## src/rtl/duty_map_regs.vh

```
// register offsets, reset values and timing constants of the duty map
`ifndef DUTY_MAP_REGS_VH
`define DUTY_MAP_REGS_VH
`define ADDR_MIN_SPEED        4'h0
`define ADDR_MAX_SPEED        4'h1
`define ADDR_MIN_DUTY         4'h2
`define ADDR_MAX_DUTY         4'h3
`define ADDR_STOP_CTRL        4'h4
`define ADDR_DUTY_STATUS      4'h5
`define ADDR_SPEED_LO         4'h6
`define ADDR_SPEED_HI         4'h7
`define STOP_CODE_LSB         0
`define STOP_CODE_MSB         3
`define ABOVE_MAX_BIT         4
`define RST_MIN_SPEED         8'h00
`define RST_MAX_SPEED         8'hFF
`define RST_MIN_DUTY          8'h00
`define RST_MAX_DUTY          8'hFF
`define RST_STOP_CTRL         8'h00
`define STOP_CODE_USE_MIN     4'hF
`define STOP_STEP             4'h5
`define HYST_CODES            8'h04
`define MIN_PWM_FREQ_HZ       25
`define CLK_FREQ_HZ           100000000
`define PERIOD_TIMEOUT_CYC    ((`CLK_FREQ_HZ / `MIN_PWM_FREQ_HZ) * 2)
`endif

```

## src/rtl/speed_code_lut.v

```verilog
// code to rpm lookup for the speed end points
`timescale 1ns/10ps
`default_nettype none
module speed_code_lut
(
	input  wire        clock,
	input  wire [7:0]  code,
	input  wire        max_table,
	output reg  [15:0] rpm
);

	// rpm of the maximum-speed table, piecewise by code segment
	function [15:0] max_rpm;
		input [7:0] c;
		begin
			if (c < 8'h20)
				max_rpm = 16'h012C + {7'h00, c, 1'b0} * 16'h000A;
			else if (c < 8'h40)
				max_rpm = 16'h03AC + {8'h00, c - 8'h20} * 16'h0014
					+ (c > 8'h29 ? {8'h00, c - 8'h29} * 16'h0014
					: 16'h0000);
			else if (c < 8'h4A)
				max_rpm = 16'h07F8 + {8'h00, c - 8'h40} * 16'h0028;
			else if (c < 8'h66)
				max_rpm = 16'h09C4 + {8'h00, c - 8'h4A} * 16'h0064;
			else if (c < 8'h80)
				max_rpm = 16'h1518 + {8'h00, c - 8'h66} * 16'h00C8;
			else
				max_rpm = 16'h2968 + {8'h00, c - 8'h80} * 16'h00C8;
		end
	endfunction

	// rpm of the minimum-speed table, code 0 means 0 rpm
	function [15:0] min_rpm;
		input [7:0] c;
		begin
			if (c == 8'h00)
				min_rpm = 16'h0000;
			else if (c < 8'h54)
				min_rpm = 16'h0122 + {8'h00, c} * 16'h000A;
			else if (c < 8'h94)
				min_rpm = 16'h0474 + {8'h00, c - 8'h54} * 16'h0014;
			else if (c < 8'hCB)
				min_rpm = 16'h0992 + {8'h00, c - 8'h94} * 16'h0032;
			else
				min_rpm = 16'h1450 + {8'h00, c - 8'hCB} * 16'h0064;
		end
	endfunction

	always @(posedge clock)
	begin
		rpm <= max_table ? max_rpm(code) : min_rpm(code);
	end
endmodule
`default_nettype wire

```

## src/rtl/duty_to_target_speed_map.v

```verilog
// duty measurement and duty to target speed mapping
`timescale 1ns/10ps
`default_nettype none
`include "duty_map_regs.vh"
// Overview of operation
// - max-speed code maps monotonically, 300 rpm at 0x00 to 36000 at 0xFF.
// - duty codes mean code over 255 of full input duty.
// - speed interpolates linearly between minimum and maximum duty points.
// - above maximum duty hold max speed, or full output when selected.
// - stop codes 1 to 14 put the stop duty at five times code.
// - stop code 15 uses the minimum duty as the stop threshold.
// - between stop threshold and minimum duty hold minimum speed, else stop.
// - stop code 0 holds minimum speed below minimum duty, never stops.
// - a minimum duty below the stop threshold becomes the threshold.
// - after a stop restart only above threshold plus 1.6 percent.
// - minimum-speed code sets the low end point, not above maximum.
// - accept command frequencies from 12.5 Hz up to 100 kHz.
module duty_to_target_speed_map
#(
	parameter CNT_W       = 24,
	parameter TIMEOUT_CYC = `PERIOD_TIMEOUT_CYC
)
(
	input  wire        clock,
	input  wire        sys_rst,
	input  wire [3:0]  addr,
	input  wire [7:0]  wdata,
	input  wire        wr_en,
	input  wire        rd_en,
	output reg  [7:0]  rdata,
	input  wire        cmd_pwm,
	output reg  [15:0] target_rpm,
	output reg         full_drive,
	output reg         motor_stopped
);

	reg [7:0]        min_speed_q;
	reg [7:0]        max_speed_q;
	reg [7:0]        min_duty_q;
	reg [7:0]        max_duty_q;
	reg [7:0]        stop_ctrl_q;
	reg [2:0]        sync_q;
	reg [CNT_W-1:0]  per_cnt_q;
	reg [CNT_W-1:0]  hi_cnt_q;
	reg [7:0]        duty_q;
	reg [CNT_W+7:0]  num_q;
	reg [CNT_W-1:0]  den_q;
	reg [7:0]        quo_q;
	reg [3:0]        bit_q;
	reg              div_busy_q;
	reg              sel_q;
	reg [15:0]       min_rpm_q;
	reg [15:0]       max_rpm_q;
	reg              lvl_q;
	wire [15:0]      lut_rpm;

	//////////////////////////////////////////////////////////////////////
	// shared arithmetic
	// divisor aligned to the quotient bit under trial
	function [CNT_W+7:0] div_trial;
		input [CNT_W-1:0] d;
		input [3:0]       b;
		begin
			div_trial = {8'h00, d} << (b - 4'h1);
		end
	endfunction

	// distance of a duty code above the minimum duty point
	function [7:0] above_min;
		input [7:0] d;
		input [7:0] m;
		begin
			above_min = d - m;
		end
	endfunction

	//////////////////////////////////////////////////////////////////////
	// register port
	always @(posedge clock)
	begin
		if (sys_rst)
		begin
			min_speed_q <= `RST_MIN_SPEED;
			max_speed_q <= `RST_MAX_SPEED;
			min_duty_q  <= `RST_MIN_DUTY;
			max_duty_q  <= `RST_MAX_DUTY;
			stop_ctrl_q <= `RST_STOP_CTRL;
		end
		else if (wr_en)
		begin
			case (addr)
			`ADDR_MIN_SPEED: min_speed_q <= wdata;
			`ADDR_MAX_SPEED: max_speed_q <= wdata;
			`ADDR_MIN_DUTY:  min_duty_q  <= wdata;
			`ADDR_MAX_DUTY:  max_duty_q  <= wdata;
			`ADDR_STOP_CTRL: stop_ctrl_q <= {3'h0, wdata[4:0]};
			default:         min_speed_q <= min_speed_q;
			endcase
		end
	end

	always @(posedge clock)
	begin
		if (sys_rst)
			rdata <= 8'h00;
		else if (rd_en)
		begin
			case (addr)
			`ADDR_MIN_SPEED:   rdata <= min_speed_q;
			`ADDR_MAX_SPEED:   rdata <= max_speed_q;
			`ADDR_MIN_DUTY:    rdata <= min_duty_q;
			`ADDR_MAX_DUTY:    rdata <= max_duty_q;
			`ADDR_STOP_CTRL:   rdata <= stop_ctrl_q;
			`ADDR_DUTY_STATUS: rdata <= duty_q;
			`ADDR_SPEED_LO:    rdata <= target_rpm[7:0];
			`ADDR_SPEED_HI:    rdata <= target_rpm[15:8];
			default:           rdata <= 8'h00;
			endcase
		end
		else
			rdata <= 8'h00;
	end

	//////////////////////////////////////////////////////////////////////
	// command input sampling and period measurement
	// level moves only when the last two stages agree
	wire agree_hi = sync_q[2] & sync_q[1];
	wire agree_lo = ~(sync_q[2] | sync_q[1]);
	wire rise     = agree_hi & ~lvl_q;
	wire lvl      = lvl_q;

	always @(posedge clock)
	begin
		if (sys_rst)
		begin
			sync_q    <= 3'h0;
			lvl_q     <= 1'b0;
			per_cnt_q <= {CNT_W{1'b0}};
			hi_cnt_q  <= {CNT_W{1'b0}};
		end
		else
		begin
			sync_q <= {sync_q[1:0], cmd_pwm};
			if (agree_hi)
				lvl_q <= 1'b1;
			else if (agree_lo)
				lvl_q <= 1'b0;
			if (rise || per_cnt_q == TIMEOUT_CYC[CNT_W-1:0])
			begin
				per_cnt_q <= {{(CNT_W-1){1'b0}}, 1'b1};
				hi_cnt_q  <= {CNT_W{1'b0}};
			end
			else
			begin
				per_cnt_q <= per_cnt_q + 1'b1;
				if (lvl)
					hi_cnt_q <= hi_cnt_q + 1'b1;
			end
		end
	end

	//////////////////////////////////////////////////////////////////////
	// high times 255 over period
	always @(posedge clock)
	begin
		if (sys_rst)
		begin
			duty_q     <= 8'h00;
			num_q      <= {(CNT_W+8){1'b0}};
			den_q      <= {CNT_W{1'b0}};
			quo_q      <= 8'h00;
			bit_q      <= 4'h0;
			div_busy_q <= 1'b0;
		end
		else if (per_cnt_q == TIMEOUT_CYC[CNT_W-1:0])
		begin
			duty_q     <= lvl ? 8'hFF : 8'h00;
			div_busy_q <= 1'b0;
		end
		else if (rise && !div_busy_q)
		begin
			num_q      <= {hi_cnt_q, 8'h00} - {8'h00, hi_cnt_q};
			den_q      <= per_cnt_q;
			quo_q      <= 8'h00;
			bit_q      <= 4'h8;
			div_busy_q <= 1'b1;
		end
		else if (div_busy_q)
		begin
			if (bit_q == 4'h0)
			begin
				duty_q     <= quo_q;
				div_busy_q <= 1'b0;
			end
			else
			begin
				bit_q <= bit_q - 4'h1;
				if (num_q >= div_trial(den_q, bit_q))
				begin
					num_q <= num_q - div_trial(den_q, bit_q);
					quo_q <= quo_q | (8'h01 << (bit_q - 4'h1));
				end
			end
		end
	end

	//////////////////////////////////////////////////////////////////////
	// end point speeds through the shared lookup, alternating
	// min or max code lookup, picked by sel_q
	speed_code_lut u_lut
	(
		.clock     (clock),
		.code      (sel_q ? max_speed_q : min_speed_q),
		.max_table (sel_q),
		.rpm       (lut_rpm)
	);

	always @(posedge clock)
	begin
		if (sys_rst)
		begin
			sel_q     <= 1'b0;
			min_rpm_q <= 16'h0000;
			max_rpm_q <= 16'h0000;
		end
		else
		begin
			sel_q <= ~sel_q;
			if (sel_q)
				min_rpm_q <= lut_rpm;
			else
				max_rpm_q <= lut_rpm;
		end
	end

	wire [15:0] lo_rpm = (min_rpm_q > max_rpm_q) ? max_rpm_q : min_rpm_q;

	//////////////////////////////////////////////////////////////////////
	// stop threshold and interpolation
	wire [3:0] stop_code = stop_ctrl_q[`STOP_CODE_MSB:`STOP_CODE_LSB];
	wire       above_sel = stop_ctrl_q[`ABOVE_MAX_BIT];
	wire [7:0] stop_raw  = {4'h0, stop_code} * {4'h0, `STOP_STEP};
	wire       use_min   = (stop_code == `STOP_CODE_USE_MIN);
	wire       min_low   = (min_duty_q < stop_raw);
	wire [7:0] stop_thr  = (use_min || min_low) ? min_duty_q : stop_raw;
	wire [8:0] restart_thr = {1'b0, stop_thr} + {1'b0, `HYST_CODES};

	wire [7:0]  span_d  = above_min(max_duty_q, min_duty_q);
	wire [7:0]  pos_d   = above_min(duty_q, min_duty_q);
	wire [15:0] span_r  = max_rpm_q - lo_rpm;
	wire [23:0] prod    = span_r * pos_d;
	wire [23:0] step_r  = prod / {16'h0000, span_d};
	wire [15:0] interp  = (span_d == 8'h00) ? max_rpm_q :
		lo_rpm + step_r[15:0];

	always @(posedge clock)
	begin
		if (sys_rst)
		begin
			target_rpm    <= 16'h0000;
			full_drive    <= 1'b0;
			motor_stopped <= 1'b1;
		end
		else
		begin
			full_drive <= 1'b0;
			if (motor_stopped && stop_code != 4'h0 &&
				{1'b0, duty_q} <= restart_thr)
				target_rpm <= 16'h0000;
			else if (stop_code != 4'h0 && duty_q < stop_thr)
			begin
				target_rpm    <= 16'h0000;
				motor_stopped <= 1'b1;
			end
			else
			begin
				motor_stopped <= 1'b0;
				if (duty_q <= min_duty_q)
					target_rpm <= lo_rpm;
				else if (duty_q > max_duty_q)
				begin
					target_rpm <= max_rpm_q;
					full_drive <= above_sel;
				end
				else
					target_rpm <= interp;
			end
		end
	end
endmodule
`default_nettype wire

```

## config.mk

```make
export PLATFORM = sky130hd
export DESIGN_NAME = duty_to_target_speed_map
export DESIGN_NICKNAME = d
export VERILOG_FILES = /design/src/rtl/speed_code_lut.v /design/src/rtl/duty_to_target_speed_map.v
export VERILOG_INCLUDE_DIRS = /design/src /design/src/rtl
export SDC_FILE = /design/constraint.sdc
export NUM_CORES = 2
export LEC_CHECK = 0
export BUFFER_PORTS_ARGS = -buffer_cell sky130_fd_sc_hd__buf_2
export CAP_MARGIN = 20
export CORE_ASPECT_RATIO = 0.5
export CORE_UTILIZATION = 50
export CTS_CLUSTER_SIZE = 10
export DETAILED_ROUTE_END_ITERATION = 8
export GPL_ROUTABILITY_DRIVEN = 0
export HOLD_SLACK_MARGIN = 0.15
export PLACE_DENSITY = 0.65
export RECOVER_POWER = 25
export SYNTH_ARGS = -nofsm -noshare
export SYNTH_HDL_FRONTEND = slang
export SYNTH_SLANG_ARGS = --single-unit
```

## constraint.sdc

```tcl
create_clock -name clock -period 161.3 [get_ports clock]
set_input_delay 48.39 -clock clock [delete_from_list [all_inputs] [get_ports clock]]
set_output_delay 48.39 -clock clock [all_outputs]
set_load 0.01 [all_outputs]
```

; ---- Word-level counts from Yosys, hierarchy flattened
; Cells that the tools add are included.
[word_totals]
reg_bits = 241
latch_bits = 0
ramBits = 0
romBits = 0
out_inout_bits = 26
word_cells = 178
mem_count = 0
[classes]
n_addsub = 30
mul = 13
div_mod_pow = 1
n_lt_le_gt_ge = 16
n_eq_ne = 12
n_shift = 2
n_mux = 41
bitwise = 9
reduce_logical = 30
[ops]
columns = cell, n
row1 = $mux W16, 14
row2 = $mux W32, 4
row3 = $mux W8, 11
row4 = $mul A8 B3 Y11 const B, 6
row5 = $mul A8 B5 Y13 const B, 5
row6 = $pmux W8 S8, 1
row7 = $add A24 B1 Y24 const B, 2
row8 = $add A16 B16 Y16, 2
row9 = $ge A32 B32 Y1, 1
row10 = $lt A8 B7 Y1 const B, 4
row11 = $shl A24 B4 Y32, 1
row12 = $sub A32 B24 Y32, 1
row13 = $sub A32 B32 Y32, 1
row14 = $sub A8 B7 Y8 const B, 4
row15 = $div A24 B8 Y24, 1
row16 = $eq A24 B23 Y1 const B, 1
row17 = $lt A8 B8 Y1 const B, 3
row18 = $mul A16 B8 Y24, 1
row19 = $sub A8 B8 Y8 const B, 3
row20 = $add A12 B15 Y16 const A, 1
row21 = $add A13 B15 Y16 const A, 1
row22 = $add A13 B16 Y16 const A, 1
row23 = $add A14 B16 Y16 const A, 1
row24 = $eq A4 B3 Y1 const B, 4
row25 = other kinds (45), 80

; ---- Depth between registers and ports, before layout
[depth]
depth_word = 10
mapped_depth = 365
mapped_depth_nobuf = 342

; ---- By module
; From an unflattened synthesis, not the netlist that was laid out.
[unflattened]
cells_unflattened = 5259
area_unflattened_um2 = 39837.0
[by_module_without_submodules]
columns = module, n_inst, cells_per_inst, area_each_um2, seq_area_each_um2
row1 = duty_to_target_speed_map, 1, 4141, 31052.3, 4504.3
row2 = speed_code_lut, 1, 1118, 8784.7, 300.3

; ---- Worst setup path after synthesis
; Ideal clock, no wire load.
[synth_timing]
path_type = reg-to-reg
startpoint = reg max_rpm_q[2]
endpoint = reg target_rpm[0]
setup_ns = 0.124
t_arrival_ns = 66.632
t_required_ns = 161.176
slack_ns = 94.544
path_stages_with_launch = 353
path_buffers = 27
period_less_slack_ns = 66.756
cell_sequence = dfxtp_1 inv_1 ha_1 nor2b_1 o21ai_0 nand2b_1 a21oi_1 nor2b_1 o21ai_0 nand2b_1 a21oi_1 o21ai_0 nand2b_1 a21oi_1 clkbuf_1 nand2_1 o21ai_0 ha_1 [317 not listed] buf_4 nor2_2 a21oi_2 ha_1 a21o_1 a21o_1 a21oi_1 nor2b_1 o21ai_0 nand2b_1 a21oi_1 nor2b_1 a2111oi_0 o2111ai_1 a21oi_1 nand4_1 a31oi_1 a31oi_1
[synth_via]
elab_chain_len = 9
[synth_rtl]
columns = element, line_no
row1 = "start, declared", duty_to_target_speed_map.v:53  ; reg [15:0] max_rpm_q;
row2 = "start signal, assigned", duty_to_target_speed_map.v:232  ; max_rpm_q <= lut_rpm;
row3 = $gt A16 B16 Y1, duty_to_target_speed_map.v:236  ; wire [15:0] lo_rpm = (min_rpm_q > max_rpm_q) ? max_rpm_q : min_rpm_q;
row4 = $mux W16, duty_to_target_speed_map.v:236
row5 = $sub A16 B16 Y16, duty_to_target_speed_map.v:250  ; wire [15:0] span_r = max_rpm_q - lo_rpm;
row6 = $mul A16 B8 Y24, duty_to_target_speed_map.v:251  ; wire [23:0] prod = span_r * pos_d;
row7 = $div A24 B8 Y24, duty_to_target_speed_map.v:252  ; wire [23:0] step_r = prod / {16'h0000, span_d};
row8 = $add A16 B16 Y16, duty_to_target_speed_map.v:254  ; lo_rpm + step_r[15:0];
row9 = $mux W16, duty_to_target_speed_map.v:253  ; wire [15:0] interp = (span_d == 8'h00) ? max_rpm_q :
row10 = $mux W16, duty_to_target_speed_map.v:280  ; else if (duty_q > max_duty_q)
row11 = $mux W16 *, duty_to_target_speed_map.v:278  ; if (duty_q <= min_duty_q)
row12 = "end signal, assigned", duty_to_target_speed_map.v:279  ; target_rpm <= lo_rpm;
row13 = "end signal, assigned", duty_to_target_speed_map.v:282  ; target_rpm <= max_rpm_q;
row14 = "end signal, assigned", duty_to_target_speed_map.v:286  ; target_rpm <= interp;
row15 = "end, declared", duty_to_target_speed_map.v:32  ; output reg [15:0] target_rpm,
; Mark *: on every way between the ends. The rest lies on a longest branch, timed or not.
; A chain may end at the register's enable or synchronous reset.

; ---- Worst setup path in the final report
; Ends and elaborated chain as after synthesis.

==> PnR_summary.wiki <==
{| class="wikitable"
! Metric !! Value
|-
| Outcome || finished, violations left
|-
| Failing checks || max-capacitance violations, max-slew violations
|-
| Layout Area Growth over Synthesis || 5.37%
|-
| Maximum fanout count along the critical path || 28
|-
| Fin. max-slew vios || 193
|-
| GRT Resource Usage Total || 0.271
|-
| Top-level I/O count || 43
|-
| CP endpoint kind || register
|-
| Synth cell count leaders || sky130_fd_sc_hd__nor2_1 (578), sky130_fd_sc_hd__ha_1 (569), sky130_fd_sc_hd__nand2_1 (425)
|-
| Family of cells with the greatest summed delay on the critical path || compound AO/OA/AOI/OAI gates
|-
| Fmax || around 0.013 GHz
|-
| Clock buffer count from CTS || 28
|-
| Standard cell core area || around 0.075 mm²
|-
| Max cap viols || 3
|-
| Postcts setup bufs || 0
|-
| Worst Tran Pin Value || 3.31 ns
|-
| Vias per inst || 6.03
|-
| Number of different library cells in the post-synthesis netlist || 122
|-
| Synthesized flop and latch total || 238
|-
| H-tree depth reported by CTS || 1
|-
| Root buf cell || sky130_fd_sc_hd__clkbuf_16
|-
| Share of synthesized flip-flops with an asynchronous set or reset || 0
|-
| Vertical extent of the die || about 200 µm
|-
| Data arrival time at the worst-slack endpoint || 75.42 ns
|-
| Post-synth net total || approximately 5700
|-
| Standard cell with the maximum stage delay on the critical path || sky130_fd_sc_hd__or4_1
|-
| Fin nets || 5671
|-
| Wire length per cell after detailed routing || 17.9 µm
|-
| Number of diodes || 0
|-
| Number of instances resized during post-cts repair || 0
|-
| Worst hold-check slack || 0.406 ns
|-
| Number of global-route vias before repair || 34100
|-
| Detailed-route via count || 36300
|-
| Total iterations of the first detailed-routing run || 6
|-
| Final period utilization || 0.465
|-
| # clock sinks || 238
|-
| Sum of negative setup slack || 0 ns
|-
| Initial antenna violation count || 1
|-
| Hold-fix buffers at CTS || 0
|-
| Post-synth top area cell || sky130_fd_sc_hd__ha_1
|-
| CTS tree || built
|-
| Largest net degree at the start of global routing || 75
|-
| Critical Path Max Stage Delay || 0.82 ns
|-
| Share of post-route cells with drive strength above 1 || 0.0581
|-
| DRC violation count after routing || 0
|-
| Global-route wire length before repair || 174 mm
|-
| Post-Syn Instances || 5032
|-
| Clk_lat worst skew || ~0.56 ns
|-
| Yosys warning total || 0
|-
| Cell area after synthesis || 0.0382 mm²
|-
| Number of port buffers || 42
|-
| Sequential element share of the synthesized area || 0.125
|-
| First DRT Iteration DRCs || around 2400
|-
| Post-route antenna net violation count || 0
|-
| Aggregate routed wire length || 107 mm
|-
| Worst rel slew slack || -1.20
|-
| Data required, critical path || 161.73 ns
|-
| Detail Placement HPWL || 85.6 mm
|-
| Startpoint class of the critical path || register
|-
| Post-Route Skew || 0.0149 ns
|-
| Total number of placement rows || 71
|-
| Chip Width || 393 µm
|-
| Proportion of netlist area held by the largest area contributor || 0.186
|-
| Most repeated cell in the gate-level netlist after synthesis || sky130_fd_sc_hd__nor2_1
|-
| Effective utilization at floorplan || 0.507
|-
| Critical path class || reg2reg
|-
| Remaining global-route overflow || 0
|-
| Syn Area/Cell || 7.60 µm²
|-
| Fin crit period || 74.99 ns
|-
| Count of endpoints failing hold in the final timing report || 0
|-
| Final setup vio count || 0
|-
| Clock slew seen by the registers of the worst setup and hold paths || 0.06 ns
|-
| Number of buffer and inverter instances along the worst setup path || 22
|-
| Die outline area || between 0.07 and 0.08 mm²
|-
| Unrepaired setup endpoints after global routing || no
|-
| Dominant cell type by count on the critical path || sky130_fd_sc_hd__o21a_1
|-
| Top_reg_cell synth || sky130_fd_sc_hd__dfxtp_1
|-
| Clk buf depth || 3
|-
| Synth top area cells || sky130_fd_sc_hd__ha_1 (19%), sky130_fd_sc_hd__dfxtp_1 (12%), sky130_fd_sc_hd__nor2_1 (5.7%)
|-
| Post-synth EDFFs || 0
|-
| Classification of the worst-slack hold path || reg2reg
|}
==> cells by family (layout without fill, tap and decap cells) <==
kind of cell,after synthesis,after routing,synth area share
AO/OA/AOI/OAI,1320,1320,0.230
flip-flops,238,238,0.125
buffers and inverters,515,472,0.0513
adder cells (fa/ha/maj),672,672,0.239
XOR/XNOR,385,385,0.0889
AND/OR/NAND/NOR,1715,1715,0.211
multiplexers,187,187,0.0548
==> cells in the final DEF (no fill, tap or decap), drive strengths merged, types with 46 or more instances in the layout <==
| master | netlist | final |
|---|---|---|
| inv | 349 | 349 |
| dfxtp | 238 | 238 |
| nor2 | 584 | 584 |
| fa | 100 | 100 |
| nor3 | 164 | 164 |
| a31oi | 52 | 52 |
| o21ai | 242 | 242 |
| a21oi | 352 | 352 |
| o31ai | 61 | 61 |
| nand4 | 48 | 48 |
| nand2 | 426 | 426 |
| or3 | 52 | 52 |
| nand2b | 73 | 73 |
| xor2 | 145 | 145 |
| a21o | 98 | 98 |
| nor2b | 60 | 60 |
| o21bai | 46 | 46 |
| clkbuf | 129 | 47 |
| nand3 | 101 | 101 |
| a211oi | 72 | 72 |
| mux2i | 115 | 115 |
| o21a | 111 | 111 |
| mux2 | 61 | 61 |
| ha | 569 | 569 |
| buf | 36 | 73 |
| xnor2 | 240 | 240 |
==> worst reg2reg max path, delay by kind of cell (launching register included) <==
family | cells | cell delay (ns)
buf+inv | 22 | 3.33
simple gates | 91 | 19.91
fa+ha+maj | 32 | 10.63
flops | 1 | 0.42
mux | 8 | 2.86
compound gates | 179 | 37.35
xor+xnor | 1 | 0.34
==> path summary, 6_finish.rpt <==
kind                 from       endpoint  slack, ns  depth (start not counted)
min reg2reg         sel_q          sel_q       0.41                          1
min                 sel_q          sel_q       0.41                          1
max          max_rpm_q[2]  target_rpm[0]      86.31                        333
max reg2reg  max_rpm_q[2]  target_rpm[0]      86.31                        333
==> state kept, by name, summed over array words and instances (netlist names), 8 cells and up <==
signal and flops:
den_q 24, quo_q 8, min_duty_q 8, max_speed_q 8, min_rpm_q 15, min_speed_q 8
rdata 8, max_rpm_q 15, target_rpm 16, u_lut.rpm 15, per_cnt_q 24, duty_q 8
hi_cnt_q 24, num_q 32, max_duty_q 8
==> stage by stage <==
step / cells / setup WS [ns] / area, µm² / util
finish: 6011 / 86.31 / 40300 / 0.534
CTS: 6010 / 86.93 / 40300 / 0.534
floorplan: 5032 / 94.54 / 38200 / -
detailed placement: 5976 / 87.12 / 39500 / 0.524
global route: 6011 / 79.31 / 40300 / 0.534
global placement: 5976 / 89.93 / 39500 / 0.524
==> final cells by class <==
class / count / area (µm²)
Clock inverter: 2 / 35.0
Fill cell: 7334 / 35100
Tap cell: 1022 / 1280
Timing Repair Buffer: 88 / 534
Inverter: 350 / 1310
Sequential cell: 238 / 4760
Clock buffer: 32 / 757
Multi-Input combinational cell: 4279 / 31600
==> per-layer routing <==
metal,up-vias,part of all wire,track usage
met5,-,0,0
li1,17900,-,-
met1,17100,0.47,0.369
met3,184,0.062,0.0360
met4,0,0.026,0.0722
met2,1069,0.44,0.448
Power is left out: the tool's default activity adds up to more than one toggle a clock period on the data nets, which glitch-free logic cannot reach.
